$ cat src/logic/rcsc_pkg.sv
// constants, types and carriers of the receive status and collision register group
package rcsc_pkg;

  // register bus geometry
  localparam int unsigned RCSC_ADDR_W = 8;
  localparam int unsigned RCSC_DATA_W = 8;

  // register offsets
  localparam logic [7:0] RCSC_LINK_STATUS_ADDR = 8'h0b;
  localparam logic [7:0] RCSC_RX_BIT_CONTROL_ADDR = 8'h0c;
  localparam logic [7:0] RCSC_RX_COLLISION_INFO_ADDR = 8'h0d;

  // link_status field positions
  localparam int unsigned RCSC_CIPHER_ACTIVE_BIT = 5;
  localparam int unsigned RCSC_LINK_STATE_LSB = 0;

  // rx_bit_control field positions
  localparam int unsigned RCSC_KEEP_BITS_BIT = 7;
  localparam int unsigned RCSC_FIRST_BIT_POS_LSB = 4;
  localparam int unsigned RCSC_COLL_INTEG_BIT = 3;
  localparam int unsigned RCSC_LAST_BITS_LSB = 0;

  // rx_collision_info field positions
  localparam int unsigned RCSC_COLL_POS_VALID_BIT = 7;
  localparam int unsigned RCSC_COLL_POS_LSB = 0;

  // reset values
  localparam logic [7:0] RCSC_RX_BIT_CONTROL_RESET = 8'h00;
  localparam logic RCSC_CIPHER_RESET = 1'b0;

  // collisions at or beyond this position are out of the reportable range
  localparam logic [7:0] RCSC_COLL_POS_LIMIT = 8'h40;
  // saturation value of the receive position counter
  localparam logic [7:0] RCSC_POS_COUNT_MAX = 8'hff;

  // transceiver state machine codes
  typedef enum logic [2:0] {
    RCSC_ST_IDLE = 3'b000,
    RCSC_ST_TRANSMIT_WAIT = 3'b001,
    RCSC_ST_TRANSMITTING = 3'b011,
    RCSC_ST_RECEIVE_WAIT = 3'b101,
    RCSC_ST_WAIT_DATA = 3'b110,
    RCSC_ST_RECEIVING = 3'b111
  } rcsc_link_state_t;

  // one decoded bit from the receive decoder
  typedef struct packed {
    logic valid;
    logic data;
    logic collision;
  } rcsc_rx_bit_t;

  // one assembled byte towards the fifo
  typedef struct packed {
    logic valid;
    logic [7:0] data;
  } rcsc_rx_byte_t;

  // state of the bit packer
  typedef struct packed {
    logic [7:0] buffer;
    logic [2:0] pos;
    logic filled;
    rcsc_rx_byte_t out;
  } rcsc_pack_state_t;

  // state of the register group
  typedef struct packed {
    rcsc_link_state_t link_state;
    logic cipher_active;
    logic keep_bits_after_collision;
    logic [2:0] first_bit_position;
    logic collision_as_integrity_error;
    logic [2:0] last_byte_valid_bits;
    logic collision_position_valid;
    logic [6:0] collision_position;
    logic collision_seen;
    logic [7:0] pos_count;
    logic collision_flag;
    logic integrity_error_flag;
    logic [7:0] rdata;
  } rcsc_regs_state_t;

endpackage

$ cat src/logic/rcsc_bit_packer.sv
// packs received bits into bytes starting at a selectable bit position
`timescale 1ns/1ps
module rcsc_bit_packer import rcsc_pkg::*; (
  // clock and reset
  input wire logic clk,
  input wire logic reset,
  // control
  input wire logic start,
  input wire logic [2:0] align,
  input wire logic flush,
  // bit in, byte out
  input wire rcsc_rx_bit_t bit_in,
  output rcsc_rx_byte_t byte_out,
  output logic [2:0] fill
);

  rcsc_pack_state_t state_reg;
  rcsc_pack_state_t state_next;

  // place each bit, emit on bit 7, flush a partial byte at frame end
  always_comb begin
    state_next = state_reg;
    state_next.out.valid = 1'b0;
    if (start) begin
      state_next.buffer = 8'h00;
      state_next.pos = align;
      state_next.filled = 1'b0;
    end else if (bit_in.valid) begin
      state_next.buffer[state_reg.pos] = bit_in.data;
      if (state_reg.pos == 3'h7) begin
        // spill into position 0 of the next byte
        state_next.out.valid = 1'b1;
        state_next.out.data = state_next.buffer;
        state_next.buffer = 8'h00;
        state_next.pos = 3'h0;
        state_next.filled = 1'b0;
      end else begin
        state_next.pos = state_reg.pos + 3'h1;
        state_next.filled = 1'b1;
      end
    end else if (flush && state_reg.filled) begin
      state_next.out.valid = 1'b1;
      state_next.out.data = state_reg.buffer;
      state_next.filled = 1'b0;
    end
  end

  // state register
  always_ff @(posedge clk) begin
    if (reset) begin
      state_reg <= '0;
    end else begin
      state_reg <= state_next;
    end
  end

  assign byte_out = state_reg.out;
  // zero here means the last byte was completed
  assign fill = state_reg.pos;

endmodule // rcsc_bit_packer

$ cat src/logic/rcsc_regs.sv
// receive status, bit control and collision position register group
`timescale 1ns/1ps
module rcsc_regs import rcsc_pkg::*; (
  // clock and reset
  input wire logic clk,
  input wire logic reset,
  // register port
  input wire logic [RCSC_ADDR_W-1:0] reg_addr,
  input wire logic [RCSC_DATA_W-1:0] reg_wdata,
  input wire logic reg_write,
  input wire logic reg_read,
  output logic [RCSC_DATA_W-1:0] reg_rdata,
  // command events from the command sequencer
  input wire logic cmd_transceive,
  input wire logic cmd_receive,
  input wire logic cmd_idle,
  input wire logic authenticate_done,
  // transmitter events
  input wire logic tx_begin,
  input wire logic tx_end,
  // receiver events
  input wire logic rx_ready,
  input wire logic rx_sof,
  input wire rcsc_rx_bit_t rx_bit,
  input wire logic rx_frame_end,
  input wire logic rx_integrity_error,
  // assembled data towards the fifo
  output rcsc_rx_byte_t rx_byte,
  // status and control towards the rest of the transceiver
  output rcsc_link_state_t link_state,
  output logic cipher_active,
  output logic bit_oriented,
  output logic collision_flag,
  output logic integrity_error_flag
);

  rcsc_regs_state_t state_reg;
  rcsc_regs_state_t state_next;

  logic wr_status;
  logic wr_bit_control;
  logic reception_start;
  logic bit_taken;
  logic frame_done;
  logic bit_collides;
  logic first_collision;
  rcsc_rx_bit_t stored_bit;
  logic [2:0] packer_fill;

  // address decode of the write strobe
  always_comb begin
    wr_status = 1'b0;
    wr_bit_control = 1'b0;
    if (reg_write && reg_addr == RCSC_LINK_STATUS_ADDR) begin
      wr_status = 1'b1;
    end else if (reg_write && reg_addr == RCSC_RX_BIT_CONTROL_ADDR) begin
      wr_bit_control = 1'b1;
    end
  end

  // a reception begins with a receive command or the receive phase of a transceive
  assign reception_start = cmd_receive ||
    (state_reg.link_state == RCSC_ST_RECEIVE_WAIT && rx_ready && !cmd_idle);

  // bits only count while the receiver is inside a frame
  assign bit_taken = rx_bit.valid && state_reg.link_state == RCSC_ST_RECEIVING;
  assign frame_done = rx_frame_end && state_reg.link_state == RCSC_ST_RECEIVING;
  assign bit_collides = bit_taken && rx_bit.collision;
  assign first_collision = bit_collides && !state_reg.collision_seen;

  // bits after the first collision become zero unless software keeps them
  always_comb begin
    stored_bit = rx_bit;
    stored_bit.valid = bit_taken;
    if (state_reg.collision_seen && !state_reg.keep_bits_after_collision) begin
      stored_bit.data = 1'b0;
    end
  end

  // valid bits of the final byte; a bit arriving with the end marker is counted too
  function automatic logic [2:0] last_bits_at_end(input logic bit_now, input logic [2:0] fill);
    last_bits_at_end = bit_now ? fill + 3'h1 : fill;
  endfunction

  // next state of the whole register group
  always_comb begin
    state_next = state_reg;

    // transceiver state machine; an idle command aborts from anywhere
    if (cmd_idle) begin
      state_next.link_state = RCSC_ST_IDLE;
    end else begin
      case (state_reg.link_state)
        RCSC_ST_IDLE: begin
          if (cmd_transceive) begin
            state_next.link_state = RCSC_ST_TRANSMIT_WAIT;
          end else if (cmd_receive) begin
            state_next.link_state = RCSC_ST_RECEIVE_WAIT;
          end
        end
        RCSC_ST_TRANSMIT_WAIT: begin
          if (tx_begin) begin
            state_next.link_state = RCSC_ST_TRANSMITTING;
          end
        end
        RCSC_ST_TRANSMITTING: begin
          if (tx_end) begin
            state_next.link_state = RCSC_ST_RECEIVE_WAIT;
          end
        end
        RCSC_ST_RECEIVE_WAIT: begin
          if (rx_ready) begin
            state_next.link_state = RCSC_ST_WAIT_DATA;
          end
        end
        RCSC_ST_WAIT_DATA: begin
          if (rx_sof) begin
            state_next.link_state = RCSC_ST_RECEIVING;
          end
        end
        RCSC_ST_RECEIVING: begin
          if (rx_frame_end) begin
            state_next.link_state = RCSC_ST_IDLE;
          end
        end
        default: begin
          // unused codes 010 and 100 never persist
          state_next.link_state = RCSC_ST_IDLE;
        end
      endcase
    end

    // cipher: software may only clear, authentication sets, and the set wins
    if (wr_status && !reg_wdata[RCSC_CIPHER_ACTIVE_BIT]) begin
      state_next.cipher_active = 1'b0;
    end
    if (authenticate_done) begin
      state_next.cipher_active = 1'b1;
    end

    // receiver control written by software
    if (wr_bit_control) begin
      state_next.keep_bits_after_collision = reg_wdata[RCSC_KEEP_BITS_BIT];
      state_next.first_bit_position = reg_wdata[RCSC_FIRST_BIT_POS_LSB +: 3];
      state_next.collision_as_integrity_error = reg_wdata[RCSC_COLL_INTEG_BIT];
      state_next.last_byte_valid_bits = reg_wdata[RCSC_LAST_BITS_LSB +: 3];
    end

    // start of reception clears stale results and seeds the position counter
    if (reception_start) begin
      state_next.last_byte_valid_bits = 3'h0;
      state_next.collision_position_valid = 1'b0;
      state_next.collision_position = 7'h00;
      state_next.collision_seen = 1'b0;
      state_next.collision_flag = 1'b0;
      state_next.integrity_error_flag = 1'b0;
      // counting starts at the aligned storage position
      state_next.pos_count = {5'h00, state_reg.first_bit_position};
    end

    // position counter walks over data bits only, saturating far past range
    if (bit_taken && state_reg.pos_count != RCSC_POS_COUNT_MAX) begin
      state_next.pos_count = state_reg.pos_count + 8'h01;
    end

    // only the first collision of a frame is recorded
    if (first_collision) begin
      state_next.collision_seen = 1'b1;
      if (state_reg.pos_count < RCSC_COLL_POS_LIMIT) begin
        state_next.collision_position_valid = 1'b1;
        state_next.collision_position = state_reg.pos_count[6:0];
      end
    end

    // error flags: hardware sets, a later reception start clears
    if (bit_collides) begin
      state_next.collision_flag = 1'b1;
      if (state_reg.collision_as_integrity_error) begin
        state_next.integrity_error_flag = 1'b1;
      end
    end
    if (rx_integrity_error && state_reg.link_state == RCSC_ST_RECEIVING) begin
      state_next.integrity_error_flag = 1'b1;
    end

    // decoder result wins over a software write in the same cycle
    if (frame_done && state_reg.first_bit_position != 3'h0) begin
      state_next.last_byte_valid_bits = last_bits_at_end(stored_bit.valid, packer_fill);
    end

    // read data stand in the cycle after the strobe only; unmapped reads zero
    state_next.rdata = 8'h00;
    if (reg_read && reg_addr == RCSC_LINK_STATUS_ADDR) begin
      state_next.rdata[RCSC_CIPHER_ACTIVE_BIT] = state_reg.cipher_active;
      state_next.rdata[RCSC_LINK_STATE_LSB +: 3] = state_reg.link_state;
    end else if (reg_read && reg_addr == RCSC_RX_BIT_CONTROL_ADDR) begin
      state_next.rdata[RCSC_KEEP_BITS_BIT] = state_reg.keep_bits_after_collision;
      state_next.rdata[RCSC_FIRST_BIT_POS_LSB +: 3] = state_reg.first_bit_position;
      state_next.rdata[RCSC_COLL_INTEG_BIT] = state_reg.collision_as_integrity_error;
      state_next.rdata[RCSC_LAST_BITS_LSB +: 3] = state_reg.last_byte_valid_bits;
    end else if (reg_read && reg_addr == RCSC_RX_COLLISION_INFO_ADDR) begin
      state_next.rdata[RCSC_COLL_POS_VALID_BIT] = state_reg.collision_position_valid;
      state_next.rdata[RCSC_COLL_POS_LSB +: 7] = state_reg.collision_position;
    end
  end

  // state register
  always_ff @(posedge clk) begin
    if (reset) begin
      state_reg <= '0;
      state_reg.link_state <= RCSC_ST_IDLE;
      state_reg.cipher_active <= RCSC_CIPHER_RESET;
      state_reg.keep_bits_after_collision <= RCSC_RX_BIT_CONTROL_RESET[RCSC_KEEP_BITS_BIT];
      state_reg.first_bit_position <= RCSC_RX_BIT_CONTROL_RESET[RCSC_FIRST_BIT_POS_LSB +: 3];
      state_reg.collision_as_integrity_error <= RCSC_RX_BIT_CONTROL_RESET[RCSC_COLL_INTEG_BIT];
      state_reg.last_byte_valid_bits <= RCSC_RX_BIT_CONTROL_RESET[RCSC_LAST_BITS_LSB +: 3];
    end else begin
      state_reg <= state_next;
    end
  end

  // byte assembly; alignment zero gives plain byte-oriented packing
  rcsc_bit_packer u_packer (
    .clk(clk),
    .reset(reset),
    .start(reception_start),
    .align(state_reg.first_bit_position),
    .flush(frame_done),
    .bit_in(stored_bit),
    .byte_out(rx_byte),
    .fill(packer_fill)
  );

  // outputs straight from the state register
  assign reg_rdata = state_reg.rdata;
  assign link_state = state_reg.link_state;
  assign cipher_active = state_reg.cipher_active;
  assign bit_oriented = state_reg.first_bit_position != 3'h0;
  assign collision_flag = state_reg.collision_flag;
  assign integrity_error_flag = state_reg.integrity_error_flag;

endmodule // rcsc_regs

$ cat config.mk
export PLATFORM = sky130hd
export DESIGN_NAME = rcsc_regs
export DESIGN_NICKNAME = d
export VERILOG_FILES = /design/src/logic/rcsc_pkg.sv /design/src/logic/rcsc_bit_packer.sv /design/src/logic/rcsc_regs.sv
export SDC_FILE = /design/constraint.sdc
export NUM_CORES = 1
export LEC_CHECK = 0
export BUFFER_PORTS_ARGS = -buffer_cell sky130_fd_sc_hd__buf_2
export CORE_UTILIZATION = 55
export DETAILED_ROUTE_END_ITERATION = 7
export PLACE_DENSITY_LB_ADDON = 0.05
export SYNTH_ARGS = -nofsm -noshare
export SYNTH_HDL_FRONTEND = slang
export SYNTH_SLANG_ARGS = --single-unit
$ cat constraint.sdc
create_clock -name clk -period 2.4 [get_ports clk]
set_input_delay 0.36 -clock clk [delete_from_list [all_inputs] [get_ports clk]]
set_output_delay 0.36 -clock clk [all_outputs]
set_load 0.02 [all_outputs]
# --- After elaboration in Yosys (flattened, before gate mapping) ---
# Index checks and enable logic that the tools add are counted.
word_totals:
  reg_bits: 60
  inputBits: 33
  out_inout_bits: 24
classes:
  magnitude_cmp: 3
  n_eq_ne: 17
  n_addsub: 2
  bitwise_logic: 1
  reduce_logical: 37
  muxes: 38
op_table:
  columns: ["cell", "count"]
  rows:
  - ["$mux 8", 5]
  - ["$mux 3", 12]
  - ["$eq 8x4->1 const B", 3]
  - ["$mux 22", 1]
  - ["$mux 10", 2]
  - ["$logic_and 1x1->1", 18]
  - ["$mux 9", 2]
  - ["$pmux 3 s6", 1]
  - ["$eq 3x3->1 const B", 4]
  - ["$reduce_bool 2->1", 6]
  - ["$mux 1", 10]
  - ["$ne 2x2->1 const B", 5]
  - ["$add 8x1->8 const B", 1]
  - ["$bwmux 8", 1]
  - ["$lt 8x7->1 const B", 1]
  - ["$mux 4", 2]
  - ["$ne 8x8->1 const B", 1]
  - ["$reduce_and 6->1", 1]
  - ["$reduce_bool 3->1", 2]
  - ["$reduce_or 2->1", 3]
  - ["$logic_not 1->1", 4]
  - ["$lt 3x4->1 const B", 1]
  - ["$add 3x1->3 const B", 1]
  - ["$demux 1 s3", 1]
  - ["10 further kinds", 10]

# --- Logic depth before layout (Yosys ltp) ---
# Gate-level depths: netlist of the first run.
logic_depth:
  word_depth: 9
  ltp_mapped: 7
  mapped_depth_nobuf: 6

# --- Cells and area by module ---
# From an unflattened synthesis of the first run, not the netlist that was laid out.
hier_totals:
  hier_cells: 354
  area_unflattened_um2: 3354.5
by_module_without_submodules:
  columns: ["module", "area_each_um2", "n_inst", "cells_per_inst"]
  rows:
  - ["rcsc_regs", 2049.5, 1, 215]
  - ["rcsc_bit_packer", 1305.0, 1, 139]

# --- Worst setup path after synthesis of the first run ---
# Ideal clock, no wire load.
synth_timing:
  kind: "flip-flop to flip-flop"
  from: "register u_packer.state_reg (netlist bit u_packer.fill[1])"
  to: "register u_packer.state_reg (netlist bit u_packer.byte_out[1])"
  t_required_ns: 2.309
  setup_slack_ns: 0.639
  path_buffers: 1
  synth_period_minus_slack_ns: 1.761
  stages_incl_launch_ff: 8
  arrival_time_ns: 1.670
  path_cell_list: "dfxtp_1 > ha_1 > ha_1 > inv_1 > buf_2 > nor4b_4 > nand2_1 > a311oi_1"
synth_via:
  elab_chain_cells: 7
synth_lines:
  columns: ["element", "line_no", "source"]
  rows:
  - ["from (decl)", "rcsc_bit_packer.sv:17", "rcsc_pack_state_t state_reg;"]
  - ["from (signal assigned)", "rcsc_bit_packer.sv:53", "state_reg <= state_next;"]
  - ["$lt 3x4->1 (not written as such) or $ge 3x1->1 (tied branches)", "rcsc_bit_packer.sv:29", "state_next.buffer[state_reg.pos] = bit_in.data;"]
  - ["$logic_and 1x1->1 (not written as such)", "rcsc_bit_packer.sv:29", null]
  - ["$mux 1 (not written as such)", "rcsc_bit_packer.sv:29", null]
  - ["$demux 1 s3", null, null]
  - ["$bwmux 8", "rcsc_bit_packer.sv:29", null]
  - ["$mux 9", "rcsc_bit_packer.sv:30", "if (state_reg.pos == 3'h7) begin"]
  - ["$mux 10", "rcsc_bit_packer.sv:28", "end else if (bit_in.valid) begin"]
# Parallel ways exist; a longest one is shown, timed or not. The select of a mux whose other input is x is not followed.
# A chain may end at the register's enable or synchronous reset.

# --- Final worst setup path of the first run ---
layout_timing:
  from: "register u_packer.state_reg (netlist bit u_packer.fill[0])"
  to: "register u_packer.state_reg (netlist bit u_packer.byte_out[1])"
# Same word-level chain as after synthesis.

==> results of run 1 <==
[layout by cell type (no fill, tap or decap), types with 4 or more instances in the layout]
cell type / synthesis / routed
dfxtp_1: 60 / 60
buf_2: 12 / 56
nor2_1: 34 / 34
o21ai_0: 24 / 24
nand2_1: 21 / 21
a21oi_1: 19 / 19
nor3_1: 15 / 15
nand3_1: 15 / 15
a22oi_1: 14 / 14
buf_4: 24 / 13
mux2i_1: 11 / 11
nor2b_1: 9 / 9
a311oi_1: 9 / 9
clkbuf_8: 0 / 9
and3_1: 8 / 8
a211oi_1: 6 / 6
a31oi_1: 7 / 6
inv_1: 5 / 5
mux2_2: 5 / 5
a22o_1: 5 / 5
a31o_2: 4 / 4
and3b_1: 4 / 4
nor3b_1: 4 / 4
nand4b_1: 4 / 4
o211ai_1: 4 / 4
[cell type report]
| class | count | area share, % |
|---|---|---|
| multi-input combinational | 260 | 47.1 |
| sequential | 60 | 33.2 |
| timing repair buffer | 69 | 10.4 |
| clock buffer | 9 | 3.43 |
| clock inverter | 7 | 2.80 |
| tap | 72 | 2.49 |
| inverter | 5 | 0.519 |
[cells by family (layout without fill, tap and decap cells)]
kind of cell	after synthesis	in the layout
muxes	16	16
buffers and inverters	48	90
DFF	60	60
AOI/OAI and AO/OA	105	105
xor gates and xnor gates	3	3
and+or+nand+nor	133	133
adders and majority gates	3	3
[critical path: stages, from the launching register on]
cell,delay (ns)
dfxtp_1,0.55
ha_1,0.22
ha_1,0.16
inv_1,0.18
nor4b_4,0.49
nand2_1,0.11
a311oi_1,0.28
[through the flow]
step	area (um2)	cells	hold slack, ns	setup slack [ns]
6_report	3620	482	0.223	0.316
5_1_grt	3620	482	0.219	0.0632
4_1_cts	3620	482	0.207	0.261
3_5_place_dp	3390	466	0.453	0.296
3_3_place_gp	3390	466	0.443	0.395
2_1_floorplan	3180	368	0.430	0.639
[worst paths after layout]
| path | slack (ns) | endpoint |
|---|---|---|
| setup / recovery | 0.32 | u_packer.byte_out[1]$_SDFFE_PP0P_ |
| hold / removal | 0.22 | cipher_active$_SDFFE_PP0P_ |
| setup reg to reg | 0.32 | u_packer.byte_out[1]$_SDFFE_PP0P_ |
| hold reg to reg | 0.47 | integrity_error_flag$_SDFF_PP0_ |
[per-layer routing]
metal	vias up	part of all wire [%]	wire (um)
met5	-	0	0
met4	0	1.0	78
met3	10	6.8	528
met2	105	44	3450
met1	1332	48	3740
li1	1426	-	-
[power groups by stage]
stage                     Clock [mW]  Combinational [mW]  Sequential (mW)
after floorplan                    0              0.0948             1.03
after global placement             0               0.152             1.04
after detailed placement           0               0.152             1.04
after CTS                       1.04               0.153             1.02
after global routing            1.08               0.166             1.02
final                           1.02               0.153             1.02
==> flow_summary.json, run 1 <==
{
  "drc": 0,
  "place_congestion": 0.880,
  "dr.pass1.iters": 5,
  "overflow": 0,
  "finalPower_mw": 2.19,
  "status": "complete, no violations",
  "met3_usage_pct": 5.81,
  "viasPerCell": 5.96,
  "yosys_warnings": 0,
  "regArea_um2": 1200,
  "grt_pass1_vias": 2641,
  "vias": 2873,
  "clkPwrFrac_pct": 46.5,
  "busiest_layer": "met2",
  "fillerInstances": 487,
  "max-cap-violations": 0,
  "grt_use_total_pct": 27.1,
  "cp-start-kind": "flip-flop",
  "critPathKind": "flip-flop to flip-flop",
  "slew_headroom_pct": 64.9,
  "netlist_area_um2": 3180,
  "clock_latency_ns": 0.34,
  "ir_drop_uv": 417,
  "p_sw_share_pct": 24.3,
  "critPathArrivalTime_ns": 2.33,
  "power_frac_comb_pct": 7.0,
  "min_from": "authenticate_done",
  "htreeDepth": 3,
  "cts.sinks": 60,
  "n_antenna_cell": 0,
  "rows": 27,
  "synth_area_leader_cell": "dfxtp_1",
  "synth.distinct_cells": 48,
  "holdPathStages": 3,
  "area.growth.synth_to_final_pct": 13.6,
  "synth.area.top_cells": "dfxtp_1 (38%), buf_4 (5.7%), nor2_1 (4.0%), o21ai_0 (3.8%), mux2i_1 (3.5%)",
  "finalSetupViolCount": 0,
  "grt_pass1_wl_mm": 12.9,
  "worstMarginPinSlew_ns": 0.523,
  "crit_required_ns": 2.65,
  "ant_nets": 0,
  "synth_xor_area_share_pct": 0.825,
  "wl_per_cell_um": 16.2,
  "use_met2_pct": 41.4,
  "fin_crit_ns": 2.08,
  "switchingPower_mw": 0.530,
  "grt_max_degree": 21,
  "die_w_um": 78.1,
  "synthSimpleGateAreaFrac_pct": 23.9,
  "synth_seq_area_share_pct": 37.7,
  "largest_reg_flops": 25,
  "drtIter0Drc": 212,
  "io_pins": 57,
  "drive_gt1_share_pct": 24.6,
  "ff2ff_path_depth": 6,
  "syn_area_per_cell_um2": 8.65,
  "crit_start": "u_packer.fill[0]$_SDFFE_PP0P_",
  "seq_power_share_pct": 46.5,
  "finalWirelength_mm": 7.80,
  "io_buffers": 56,
  "grt_use_met1_pct": 37.9,
  "synth_top_area_share_pct": 37.7,
  "core_area_um2": 5540,
  "dp_hpwl_mm": 5.47,
  "r2r_start": "u_packer.fill[0]$_SDFFE_PP0P_",
  "yosysMostFrequentCell": "dfxtp_1",
  "synth_compound_area_share_pct": 22.2,
  "multi_input_area_um2": 1700,
  "cts_root_buffer": "clkbuf_8",
  "finalCritPeriodShare_pct": 86.8,
  "die_y_um": 78.1,
  "synthTopCellsByCount": "dfxtp_1 (60), nor2_1 (34), buf_4 (24), o21ai_0 (24), nand2_1 (21)",
  "cts_buffers": 9,
  "powerDensity_nw_per_um2": 605,
  "cts_tree": "yes",
  "cp-end-kind": "flip-flop",
  "synth-async-reset-ratio_pct": 0,
  "cts_setup_buffers": 0,
  "cts_buffer_depth": 2,
  "finClkSkew_ns": 0.00886,
  "synth_top_family_by_area": "simple AND/OR/NAND/NOR gates",
  "synth_fa_ha_area_share_pct": 1.18,
  "final_util_pct": 65.3,
  "final_max_slew_viol_count": 0,
  "ys.flop_type": "dfxtp_1",
  "cts-resized-gates": 0,
  "clkTransAtPathRegs_ns": 0.07,
  "hold_class": "primary input to flip-flop",
  "initial_core_util_pct": 57.5,
  "p_leak_nw": 1.41,
  "p_int_mw": 1.66,
  "synth_nets": 404,
  "finalSetupTns_ns": 0,
  "critical_path.max_fanout": 12,
  "layout.nets": 441,
  "antenna_found_initial": 0,
  "synthMuxAreaShare_pct": 5.23,
  "ys_seq_elements": 60,
  "dieArea_um2": 6100,
  "hold_viol": 0,
  "ctsHoldBuffers": 0,
  "synthCells": 368,
  "max_freq_mhz": 480,
  "synth-edff-count": 0,
  "rsz0062_at_grt": "no"
}
(Power assumes the default switching activity.)
==> inputs of run 2 (changes only) <==
--- a/config.mk
+++ b/config.mk
@@ -5,6 +5,7 @@
 export SDC_FILE = /design/constraint.sdc
 export NUM_CORES = 1
 export LEC_CHECK = 0
+export ABC_AREA = 1
 export BUFFER_PORTS_ARGS = -buffer_cell sky130_fd_sc_hd__buf_2
 export CORE_UTILIZATION = 55
 export DETAILED_ROUTE_END_ITERATION = 7
==> flow_summary.json, run 2 <==
{
  "cpMostUsedCell": "nand2_1",
  "crit_required_ns": 2.69,
  "vias": 3369,
  "cts_buffer_depth": 2,
  "cts.sinks": 60,
  "finalSetupTns_ns": 0,
  "crit_buf_inv": 2,
  "synth_seq_area_share_pct": 34.8,
  "netlist_area_um2": 3450,
  "dieArea_um2": 6590,
  "cp-end-kind": "flip-flop",
  "grt_pass1_vias": 2919,
  "viasPerCell": 5.23,
  "initial_core_util_pct": 57.6,
  "ant_nets": 0,
  "overflow": 0,
  "fillerInstances": 593,
  "multi_input_area_um2": 1730,
  "syn_area_per_cell_um2": 6.51,
  "largest_reg_flops": 25,
  "place_congestion": 0.870,
  "synth_nets": 566,
  "critPathArrivalTime_ns": 2.32,
  "clock_latency_ns": 0.34,
  "ctsHoldBuffers": 0,
  "synth.area.top_cells": "dfxtp_1 (35%), nand2_1 (15%), nand3_1 (10%), nor2_1 (7.8%), inv_1 (6.7%)",
  "finalWirelength_mm": 8.20,
  "synth-edff-count": 0,
  "drtIter0Drc": 232,
  "final_cell_count_no_fill": 644,
  "final_common_cell": "nand2_1",
  "postPlaceCellArea_um2": 3580,
  "place_inst": 628,
  "cts-resized-gates": 0,
  "finalCritPeriodShare_pct": 84.4,
  "powerDensity_nw_per_um2": 551,
  "regArea_um2": 1200,
  "io_buffers": 56,
  "die_w_um": 81.2,
  "dr.pass1.iters": 5,
  "critPathKind": "flip-flop to flip-flop",
  "worstPathCellList": "nand3_1, nor2_2, nand2_1, inv_1, nand2_1, nand3_1, nand2_1, inv_1",
  "rsz0062_at_grt": "no",
  "critical_path.max_fanout": 12,
  "synth_area_leader_cell": "dfxtp_1",
  "grt_max_degree": 23,
  "synth_top_area_share_pct": 34.8,
  "cts_setup_buffers": 0,
  "layout.nets": 600,
  "pre_cts_ws_ns": 0.424,
  "ys.flop_type": "dfxtp_1",
  "wl_per_cell_um": 12.7,
  "synth-async-reset-ratio_pct": 0,
  "io_pins": 57,
  "dp_hpwl_mm": 6.12,
  "layout_common_cells": "nand2_1 (136), nor2_1 (72), nand3_1 (69)",
  "cp-start-kind": "flip-flop",
  "yosysMostFrequentCell": "nand2_1",
  "htreeDepth": 3,
  "final_area_um2": 3780,
  "worstMarginPinSlew_ns": 0.607,
  "hold_viol": 0,
  "ir_drop_uv": 471,
  "fin_crit_ns": 2.03,
  "synthTopCellsByCount": "nand2_1 (136), nor2_1 (72), nand3_1 (69), inv_1 (62), dfxtp_1 (60)",
  "drive_gt1_share_pct": 16.5,
  "cts_root_buffer": "clkbuf_8",
  "grt_use_total_pct": 27.1,
  "crit_family": "simple AND/OR/NAND/NOR gates",
  "clkTransAtPathRegs_ns": 0.07,
  "final_util_pct": 63.1,
  "synthCells": 530,
  "die_y_um": 81.2,
  "grt_pass1_wl_mm": 13.6,
  "max_freq_mhz": 494,
  "antenna_found_initial": 0,
  "max_stage_delay_ns": 0.58,
  "synth.distinct_cells": 35,
  "p_leak_nw": 1.87,
  "layout_setup_ws_ns": 0.374,
  "max-cap-violations": 0,
  "core_area_um2": 5990,
  "finalSetupViolCount": 0,
  "hold_class": "primary input to flip-flop",
  "slew_headroom_pct": 59.4,
  "cp_slowest_cell": "dfxtp_1",
  "n_antenna_cell": 0,
  "cts_buffers": 9,
  "cts_tree": "yes",
  "final_max_slew_viol_count": 0,
  "rows": 28,
  "drc": 0,
  "status": "complete, no violations",
  "area.growth.synth_to_final_pct": 9.62,
  "yosys_warnings": 0,
  "ys_seq_elements": 60,
  "finClkSkew_ns": 0.00800
}
-- run 2: changes by cell type in the layout (fill, tap and decap cells not counted), sizes merged, moves of 8 or more --
| cell | change |
|---|---|
| inv | +61 |
| nand2 | +118 |
| buf | -9 |
| a22oi | -13 |
| a311oi | -9 |
| nand3 | +57 |
| mux2i | -11 |
| nor3 | -13 |
| and3 | -8 |
| o21ai | +10 |
| nor2b | -9 |
| nor2 | +45 |
-- run 2: per-stage QoR --
stage	total power, mW	hold WS [ns]
after floorplan	1.15	0.419
after global routing	2.16	0.250
final	2.08	0.249
after CTS	2.09	0.246
after global placement	1.20	0.435
after detailed placement	1.20	0.454
-- run 2: cell families (layout without fill, tap and decap cells) --
group                      after synthesis  in the layout  share of synthesized area [%]
adders and majority gates                3              3                           1.09
and+or+nand+nor                        302            302                           39.2
buffers and inverters                  102            141                           15.0
DFF                                     60             60                           34.8
xor gates and xnor gates                 1              1                          0.254
AOI/OAI and AO/OA                       62             62                           9.62
-- run 2: report_power, final --
part	switching (mW)	internal, mW
Sequential	0.0159	1.00
Clock	0.422	0.484
Combinational	0.101	0.0566
-- run 2: worst paths after layout --
| path | cells after the start | startpoint | endpoint | slack [ns] |
|---|---|---|---|---|
| max reg2reg | 8 | link_state[1]$_SDFFE_PP0P_ | state_reg[12]$_SDFFE_PP0P_ | 0.37 |
| min reg2reg | 2 | state_reg[25]$_SDFF_PP0_ | state_reg[25]$_SDFF_PP0_ | 0.46 |
| max | 8 | link_state[1]$_SDFFE_PP0P_ | state_reg[12]$_SDFFE_PP0P_ | 0.37 |
| min | 3 | reg_wdata[3] | state_reg[30]$_SDFFE_PP0P_ | 0.25 |
-- run 2: worst reg2reg max path, stage by stage, from the launching register on --
cell     delay, ns
dfxtp_1       0.58
nand3_1       0.20
nor2_2        0.38
nand2_1       0.31
inv_1         0.24
nand2_1       0.09
nand3_1       0.09
nand2_1       0.05
inv_1         0.05
-- run 2: cell type report --
type                            instances  share of cell area (%)
Clock buffer                            9                    3.28
Clock inverter                          7                    1.99
Inverter                               65                    6.52
Multi-Input combinational cell        368                    45.7
Sequential cell                        60                    31.8
Tap cell                               75                    2.48
Timing Repair Buffer                   60                    8.21
-- run 2: metal layers --
metal	GRT usage, %	wire length, um	up-vias	share of wire [%]
met2	43.5	3720	101	45
li1	-	-	1747	-
met1	36.3	3990	1512	49
met3	7.30	429	9	5.2
met4	5.54	64	0	0.78
met5	0	0	-	0
